--- config.mk ---
export PLATFORM = sky130hd
export DESIGN_NAME = fsr_fault_regs
export DESIGN_NICKNAME = d
export VERILOG_FILES = /design/src/verilog/fsr_pkg.sv /design/src/verilog/fsr_flag_if.sv /design/src/verilog/fsr_fault_regs.sv /design/src/verilog/fsr_flag_bank.sv
export SDC_FILE = /design/constraint.sdc
export NUM_CORES = 1
export LEC_CHECK = 0
export BUFFER_PORTS_ARGS = -buffer_cell sky130_fd_sc_hd__buf_2
export CAP_MARGIN = 10
export CORE_UTILIZATION = 30
export DETAILED_ROUTE_END_ITERATION = 10
export PLACE_DENSITY = 0.6
export SLEW_MARGIN = 20
export SYNTH_ARGS = -nofsm -noshare
export SYNTH_HDL_FRONTEND = slang
export SYNTH_SLANG_ARGS = --single-unit
--- constraint.sdc ---
create_clock -name i_core_clk -period 2.7 [get_ports i_core_clk]
set_clock_uncertainty 0.1 [all_clocks]
set_input_delay 0.135 -clock i_core_clk [delete_from_list [all_inputs] [get_ports i_core_clk]]
set_output_delay 0.135 -clock i_core_clk [all_outputs]
set_load 0.02 [all_outputs]
--- src/verilog/fsr_pkg.sv ---
// Purpose: shared constants for the fault status register bank
// Assumes: 8-bit register address, 16-bit register data
// Notes:   each fault owns a pair of bits, flag above its clear control
package fsr_pkg;
  localparam int unsigned ADDR_W = 8;
  localparam int unsigned DATA_W = 16;
  localparam int unsigned N_SUP  = 6;
  localparam int unsigned N_BST  = 8;
  localparam int unsigned N_FLT  = 14;
  localparam int unsigned PAIR_W = 2;
  localparam int unsigned FLAG_OFS = 1;

  // register addresses on the bus
  localparam logic [7:0]  SUPPLY_ADDR = 8'h0E;
  localparam logic [7:0]  BOOST_ADDR  = 8'h10;
  localparam logic [15:0] REG_RESET   = 16'h0000;

  // combined fault index: supply pairs low, boost pairs high
  localparam int unsigned FI_IN_UV    = 0;
  localparam int unsigned FI_IN_OV    = 1;
  localparam int unsigned FI_LOGIC_UV = 2;
  localparam int unsigned FI_IN_OC    = 3;
  localparam int unsigned FI_CAP      = 4;
  localparam int unsigned FI_PUMP     = 5;
  localparam int unsigned FI_LOW_OVP  = 6;
  localparam int unsigned FI_HIGH_OVP = 7;
  localparam int unsigned FI_CONV_OC  = 8;
  localparam int unsigned FI_FREQ     = 9;
  localparam int unsigned FI_MODE     = 10;
  localparam int unsigned FI_STRING   = 11;
  localparam int unsigned FI_CURRENT  = 12;
  localparam int unsigned FI_THERMAL  = 13;

  // faults that also drive the interrupt pin; low boost ovp does not
  localparam logic [13:0] PIN_EN = 14'h3FBF;

  // field positions checked directly in the register image
  localparam int unsigned PUMP_CLR_BIT  = 10;
  localparam int unsigned CAP_FLAG_BIT  = 9;
  localparam int unsigned OC_FLAG_BIT   = 7;
  localparam int unsigned LUV_FLAG_BIT  = 5;
  localparam int unsigned OV_FLAG_BIT   = 3;
  localparam int unsigned UV_FLAG_BIT   = 1;
  localparam int unsigned THERM_FLAG_BIT = 15;
  localparam int unsigned CURR_FLAG_BIT = 13;
  localparam int unsigned STR_FLAG_BIT  = 11;
  localparam int unsigned MODE_FLAG_BIT = 9;
  localparam int unsigned FREQ_FLAG_BIT = 7;
  localparam int unsigned COC_FLAG_BIT  = 5;
  localparam int unsigned HOVP_FLAG_BIT = 3;
  localparam int unsigned LOVP_FLAG_BIT = 1;
endpackage
--- src/verilog/fsr_flag_if.sv ---
// Purpose: carries set, clear and flag vectors to the flag bank
// Assumes: one bit per fault, combined index from fsr_pkg
// Notes:   ctrl drives set and clr, bank returns flag and pin
interface fsr_flag_if;
  logic [fsr_pkg::N_FLT-1:0] set;
  logic [fsr_pkg::N_FLT-1:0] clr;
  logic [fsr_pkg::N_FLT-1:0] flag;
  logic [fsr_pkg::N_FLT-1:0] pin;
  modport bank (input set, input clr, output flag, output pin);
  modport ctrl (output set, output clr, input flag, input pin);
endinterface

--- src/verilog/fsr_fault_regs.sv ---
// Purpose: supply and boost fault status registers with paired clearing
// Assumes: fault detectors are asynchronous levels or pulses
// Notes:   read data appears the cycle after the read strobe only

// Functional notes
// - a write with a fault's flag bit and clear bit both 1 clears that flag and its interrupt pin share, unless the synchronised fault sets it in the same cycle.
// - the supply register holds the charge pump fault clear control at bit 10.
// - supply bit 9 flags a missing pump capacitor, with its clear control at bit 8.
// - supply bit 7 flags input over-current, with its clear control at bit 6.
// - supply bit 5 flags logic supply under-voltage, with its clear control at bit 4.
// - supply bit 3 flags input over-voltage, with its clear control at bit 2.
// - supply bit 1 flags input under-voltage, with its clear control at bit 0.
// - the boost register at 10h flags thermal trip at bit 15 with its clear control at bit 14.
// - boost bit 13 flags a shorted current resistor, with its clear control at bit 12.
// - boost bit 11 flags a missing string resistor, with its clear control at bit 10.
// - boost bit 9 flags a missing mode resistor, with its clear control at bit 8.
// - boost bit 7 flags a missing frequency resistor, with its clear control at bit 6.
// - boost bit 5 flags converter over-current, with its clear control at bit 4.
// - boost bit 3 flags converter high over-voltage, with its clear control at bit 2.
// - boost bit 1 flags converter low over-voltage, clear at bit 0, and it never drives the pin.
module fsr_fault_regs (
  input  wire logic                         i_core_clk,
  input  wire logic                         i_rst,
  input  wire logic [fsr_pkg::ADDR_W-1:0]   i_addr,
  input  wire logic [fsr_pkg::DATA_W-1:0]   i_wdata,
  input  wire logic                         i_wr,
  input  wire logic                         i_rd,
  input  wire logic [fsr_pkg::N_FLT-1:0]    i_fault_det,
  output logic      [fsr_pkg::DATA_W-1:0]   o_rdata,
  output logic                              o_fault_irq
);
  typedef struct packed {
    logic [fsr_pkg::N_FLT-1:0]  sync1;
    logic [fsr_pkg::N_FLT-1:0]  sync2;
    logic [fsr_pkg::N_SUP-1:0]  sup_clr;
    logic [fsr_pkg::N_BST-1:0]  bst_clr;
    logic [fsr_pkg::DATA_W-1:0] rdata;
    logic                       irq;
  } fsr_regs_s;

  fsr_regs_s q;
  fsr_regs_s d;

  logic                      wr_sup;
  logic                      wr_bst;
  logic [fsr_pkg::N_BST-1:0] sup_req;
  logic [fsr_pkg::N_BST-1:0] bst_req;
  logic [fsr_pkg::N_BST-1:0] clr_w;

  fsr_flag_if flags ();

  // address match, shared by the write and read decode
  function automatic logic addr_hit(
    input logic [fsr_pkg::ADDR_W-1:0] a,
    input logic [fsr_pkg::ADDR_W-1:0] t
  );
    addr_hit = (a == t);
  endfunction

  // one bit per pair: flag bit and clear bit both written as 1
  function automatic logic [fsr_pkg::N_BST-1:0] pair_req(
    input logic [fsr_pkg::DATA_W-1:0] w
  );
    logic [fsr_pkg::N_BST-1:0] r;
    r = '0;
    for (int k = 0; k < fsr_pkg::N_BST; k++)
    begin
      r[k] = w[fsr_pkg::PAIR_W*k + fsr_pkg::FLAG_OFS] & w[fsr_pkg::PAIR_W*k];
    end
    return r;
  endfunction

  // the clear-control bits as written, kept for read-back
  function automatic logic [fsr_pkg::N_BST-1:0] clr_bits(
    input logic [fsr_pkg::DATA_W-1:0] w
  );
    logic [fsr_pkg::N_BST-1:0] r;
    r = '0;
    for (int k = 0; k < fsr_pkg::N_BST; k++)
    begin
      r[k] = w[fsr_pkg::PAIR_W*k];
    end
    return r;
  endfunction

  // interleave flags and clear controls into the register image
  function automatic logic [fsr_pkg::DATA_W-1:0] pack_reg(
    input logic [fsr_pkg::N_BST-1:0] f,
    input logic [fsr_pkg::N_BST-1:0] c,
    input int unsigned               n
  );
    logic [fsr_pkg::DATA_W-1:0] r;
    r = fsr_pkg::REG_RESET;
    for (int k = 0; k < fsr_pkg::N_BST; k++)
    begin
      if (k < n)
      begin
        r[fsr_pkg::PAIR_W*k + fsr_pkg::FLAG_OFS] = f[k];
        r[fsr_pkg::PAIR_W*k]                     = c[k];
      end
    end
    return r;
  endfunction

  // write decode; flags themselves are never set by software
  always_comb
  begin
    wr_sup  = i_wr && addr_hit(i_addr, fsr_pkg::SUPPLY_ADDR);
    wr_bst  = i_wr && addr_hit(i_addr, fsr_pkg::BOOST_ADDR);
    sup_req = pair_req(i_wdata);
    bst_req = pair_req(i_wdata);
    clr_w   = clr_bits(i_wdata);
  end

  // clear requests only for the pairs written as 1 and 1
  assign flags.clr = {bst_req & {fsr_pkg::N_BST{wr_bst}},
                      sup_req[fsr_pkg::N_SUP-1:0] & {fsr_pkg::N_SUP{wr_sup}}};
  assign flags.set = q.sync2;

  // next state: synchroniser, clear controls, read data, pin level
  always_comb
  begin
    d       = q;
    d.sync1 = i_fault_det;
    d.sync2 = q.sync1;
    d.rdata = fsr_pkg::REG_RESET;
    if (wr_sup)
    begin
      d.sup_clr = clr_w[fsr_pkg::N_SUP-1:0];
    end
    if (wr_bst)
    begin
      d.bst_clr = clr_w;
    end
    // unmapped reads return zero, upper supply bits read zero
    if (i_rd && addr_hit(i_addr, fsr_pkg::SUPPLY_ADDR))
    begin
      d.rdata = pack_reg({2'h0, flags.flag[fsr_pkg::N_SUP-1:0]},
                         {2'h0, q.sup_clr}, fsr_pkg::N_SUP);
    end
    else if (i_rd && addr_hit(i_addr, fsr_pkg::BOOST_ADDR))
    begin
      d.rdata = pack_reg(flags.flag[fsr_pkg::N_FLT-1:fsr_pkg::N_SUP],
                         q.bst_clr, fsr_pkg::N_BST);
    end
    // pin follows the latches one cycle late so the output is a flop
    d.irq = |flags.pin;
  end

  always_ff @(posedge i_core_clk or posedge i_rst)
  begin
    if (i_rst)
      q <= '0;
    else
      q <= d;
  end

  fsr_flag_bank u_bank (
    .i_core_clk (i_core_clk),
    .i_rst      (i_rst),
    .bus        (flags.bank)
  );

  assign o_rdata     = q.rdata;
  assign o_fault_irq = q.irq;
endmodule

--- src/verilog/fsr_flag_bank.sv ---
// Purpose: sticky fault flags and their interrupt pin latches
// Assumes: set is already synchronised, clr is a one-cycle request
// Notes:   set wins over clear in the same cycle
module fsr_flag_bank (
  input  wire logic  i_core_clk,
  input  wire logic  i_rst,
  fsr_flag_if.bank   bus
);
  typedef struct packed {
    logic [fsr_pkg::N_FLT-1:0] flag;
    logic [fsr_pkg::N_FLT-1:0] pin;
  } fsr_bank_s;

  fsr_bank_s q;
  fsr_bank_s d;

  // a fault arriving during its clearing write is kept, never lost
  always_comb
  begin
    d      = q;
    d.flag = (q.flag & ~bus.clr) | bus.set;
    d.pin  = ((q.pin & ~bus.clr) | bus.set) & fsr_pkg::PIN_EN;
  end

  always_ff @(posedge i_core_clk or posedge i_rst)
  begin
    if (i_rst)
      q <= '0;
    else
      q <= d;
  end

  assign bus.flag = q.flag;
  assign bus.pin  = q.pin;
endmodule

# Word-level counts from Yosys, hierarchy flattened
# Index checks and enable logic that the tools add are counted.
# totals
ff_bits,86
out_inout_bits,17
# op_classes
bitwise_logic,15
n_mux,2
eq_ne,2
n_reduce_logical,5
# op_table
cell,count
16-bit two-way mux,2
14-bit AND,2
14-bit OR,2
14-bit inverter,1
13-bit OR reduction,1
1-bit AND,8
8-bit AND,1
"8-bit by 4-bit equality test with 1-bit output, second input constant",1
"8-bit by 5-bit equality test with 1-bit output, second input constant",1
6-bit AND,1
1-bit logical AND,4

# Longest topological paths before layout
# depth
depth_word,6
depth_mapped,5
depth_no_buf,3

# Modules after synthesis
# From an unflattened synthesis, not the netlist that was laid out.
# unflattened
hier_cells,228
hier_area_um2,3098.0
# modules_own_cells
module,instances,area_each_um2,seq_area_each_um2,cells_each
fsr_fault_regs,1,2152.1,1476.4,157
fsr_flag_bank,1,945.9,675.6,71

# Worst setup path after synthesis
# Ideal clock, no wire load.
# synth_timing
kind,input-to-reg
start,input port i_addr[5] in the netlist's numbering
end,register q[17] in the netlist's numbering
required_ns,2.475
arrival_ns,1.158
n_path_buf,0
stages,3
slack_ns,1.317
cell_sequence,nor4_4 -> nand3_4 -> mux2_2
# synth_between
elab_chain_len,2
# synth_lines
element,line,text
from (decl),fsr_fault_regs.sv:24,"input wire logic [fsr_pkg::ADDR_W-1:0] i_addr,"
8-bit by 5-bit equality test with 1-bit output,fsr_fault_regs.sv:57,addr_hit = (a == t);
1-bit logical AND,fsr_fault_regs.sv:109,"wr_bst = i_wr && addr_hit(i_addr, fsr_pkg::BOOST_ADDR);"
to (signal assigned),fsr_fault_regs.sv:153,q <= '0;
to (signal assigned),fsr_fault_regs.sv:155,q <= d;
to (decl),fsr_fault_regs.sv:41,fsr_regs_s q;
# No other way between the ends.
# A chain may end at the register's enable or synchronous reset.

==> impl_metrics.yaml <==
sta:
  post-route-min-period_ps: 1430
  worstMarginPinSlew_ps: 703
  tns_ps: 0
  post-route-period-util: 0.529
  setup_violations: 0
  slew_headroom: 0.528
  timing.final.hold_violations: 0
  fmax_ghz: 0.700
  hold_slack_ps: 83.0
  grt_setup_unrepaired: "false"
  slew_violations: 0
pwr:
  p_total_mw: 2.38
  p_seq_frac: 0.560
  cellPowerDensity_nw_per_um2: 615
  p_switching_mw: 0.501
  ir_drop_v: 0.000245
  internal_power_mw: 1.88
  pwr-share-comb: 0.053
  clockPowerShare: 0.387
  sw_frac_of_total: 0.210
  p_leak_nw: 1.70
hold_path:
  hold_path.class: "in2reg"
  hold_end: "u_bank.bus.flag[6]"
  min_path_cells: 4
  min_from: "i_addr[0]"
grt:
  track_usage: 0.120
  grt_pass1_wl_mm: 9.32
  grt_overflow: 0
  antenna_found_initial: 0
  grt_max_degree: 55
  grt_pass1_vias: 1834
worst_setup_path:
  crit_buf_inv: 1
  r2r-end: "o_fault_irq"
  r2r-start: "u_bank.bus.pin[12]"
  crit_start: "i_addr[5]"
  crit_required_ps: 2860
  critical_path.top_delay_family: "simple AND/OR/NAND/NOR gates"
  critPathSlowestCell: "nor4_4"
  critPathMaxFanout: 12
  crit_chain: "buf_2, nor4_4, nand2_1, nor2_1"
  worst_setup_path_end_kind: "register"
  path_class: "in2reg"
  reg2reg_depth: 2
  worstSetupStartpointType: "input port"
  cpPeakStageDelay_ps: 660
  ff2ff_setup_slack_ps: 1580
  crit_arrival_ps: 1590
die:
  die_area_um2: 10700
  core_um2: 9860
  core.rowCount: 36
  initial_core_util: 0.313
  die-width_um: 103
  die_h_um: 103
  num_io_pins: 59
routing:
  wl_mm: 5.72
  drc: 0
  ant_nets: 0
  drt-wirelength-per-cell_um: 13.5
  vias: 1835
  drtPass1Iterations: 4
  drt_iter0_markers: 79
  viasPerCell: 4.34
cells_and_area:
  antenna_cells: 0
  final_layout_size_suffix_gt1_frac: 0.334
  nets: 328
  utilization: 0.392
  area_delta_synth_final_pct: 25.3
  final_cell_area_um2: 3870
clocking:
  clock-root-buffer: "clkbuf_8"
  cts_tree: "built"
  cts.reportedPaths.clkPinSlew_ps: 80
  clkLatencyLatePin_ps: 340
  post_cts_resize_count: 0
  clockBufferDepth: 2
  cts_buffers: 9
  clock-sinks: 86
  h-tree-depth: 3
run_status:
  status: "finished clean"
logic_synthesis:
  yosys_most_used_dff: "dfrtp_1"
  async_flop_share: 1.00
  synth_edf_count: 0
  synth_top_area_share: 0.697
  synth.yosys.seq_area_share: 0.697
  synth_cells: 213
  syn-num-nets: 255
  avgSynthCellArea_um2: 14.5
  yosys_register_bits: 86
  synth_cell_types: 22
  synth_area_um2: 3090
  synth_warnings: 0
  yosysTopAreaCell: "dfrtp_1"
  synth.area.top_cells: "dfrtp_1, a21o_1, mux2_2"
placement:
  dpl_cell_area_um2: 3430
  port_buffers: 58
  place_congestion: 0.751
  dpl.hpwl_mm: 3.98
job:
  cap_violations: 0
==> through the flow <==
stage,setup WS [ps],std cells
6_report,1270,423
5_1_grt,1170,423
4_1_cts,1260,423
3_5_place_dp,893,385
3_3_place_gp,1000,385
2_1_floorplan,243,213
==> layout make-up <==
class,count,area [um2]
fill,941,6000
sequential,86,2150
multi-input combinational,103,772
timing repair buffer,85,563
tap,133,166
clock buffer,12,165
clock inverter,3,42.5
inverter,1,5.00
==> logic make-up (layout without fill, tap and decap cells) <==
group,after synthesis,after routing,synth area share
AND/OR/NAND/NOR,50,50,0.104
AO/OA/AOI/OAI,39,39,0.0949
multiplexers,14,14,0.0511
buffers and inverters,24,101,0.0523
flip-flops,86,86,0.697
==> cell usage after synthesis, types with 2 or more instances <==
cell / instances
nand3_4: 2
dfrtp_1: 86
buf_2: 3
and2_1: 2
and3_1: 10
buf_4: 16
nor4_1: 2
a21o_1: 27
clkbuf_1: 3
mux2_2: 14
nor2_1: 13
nand3_1: 12
a22oi_1: 12
nand4_1: 3
==> worst max-delay path by stage <==
stage	slack [ps]	depth (start not counted)	to
after detailed placement	890	4	o_rdata[1]
final	1270	4	o_rdata[1]
after floorplan	240	1	d[31]
after global routing	1170	4	o_rdata[1]
after CTS	1260	4	o_rdata[1]
after global placement	1000	4	o_rdata[11]
==> placed cells by master, fill, tap and decap left out, types with 2 or more instances in the layout <==
cell / synthesis / routed
dfrtp_1: 86 / 86
buf_2: 3 / 58
a21o_1: 27 / 27
dlygate4sd3_1: 0 / 23
mux2_2: 14 / 14
nor2_1: 13 / 13
nand3_1: 12 / 12
a22oi_1: 12 / 12
clkbuf_8: 0 / 12
and3_1: 10 / 10
nand4_1: 3 / 3
buf_4: 16 / 3
and2_1: 2 / 2
nor4_1: 2 / 2
clkinv_2: 0 / 2
nand3_4: 2 / 2
==> power groups by stage <==
| stage | sequential (mW) | clock, mW | combinational [mW] |
|---|---|---|---|
| floorplan | 1.35 | 0 | 0.0507 |
| global placement | 1.36 | 0 | 0.102 |
| detailed placement | 1.36 | 0 | 0.104 |
| CTS | 1.33 | 0.948 | 0.129 |
| global route | 1.34 | 1.01 | 0.141 |
| finish | 1.33 | 0.921 | 0.126 |
==> state kept, by name, indices dropped and copies added, names as in the netlist <==
register	cells
o_rdata	16
d	14
flags.set	14
q	14
u_bank.bus.flag	14
u_bank.bus.pin	13
o_fault_irq	1
==> repair_timing <==
item	4_1_cts	5_1_grt
hold buffers	23	0
setup endpoints to repair	0	0
buffers inserted	0	0
endpoints found under the hold margin	60	0
==> per-layer routing <==
metal  vias to the layer above  part of all wire  GRT usage
met5                         -                 0          0
met4                         0            0.0086     0.0368
met3                         7             0.046     0.0470
met2                        52              0.45      0.180
met1                       899              0.49      0.161
li1                        877                 -          -
==> worst min-delay path: stages <==
cell and delay [ps]:
buf_2 100, nor4_4 70, nand3_1 80, a21o_1 110
No activity file was read; power rests on OpenSTA's default activity.
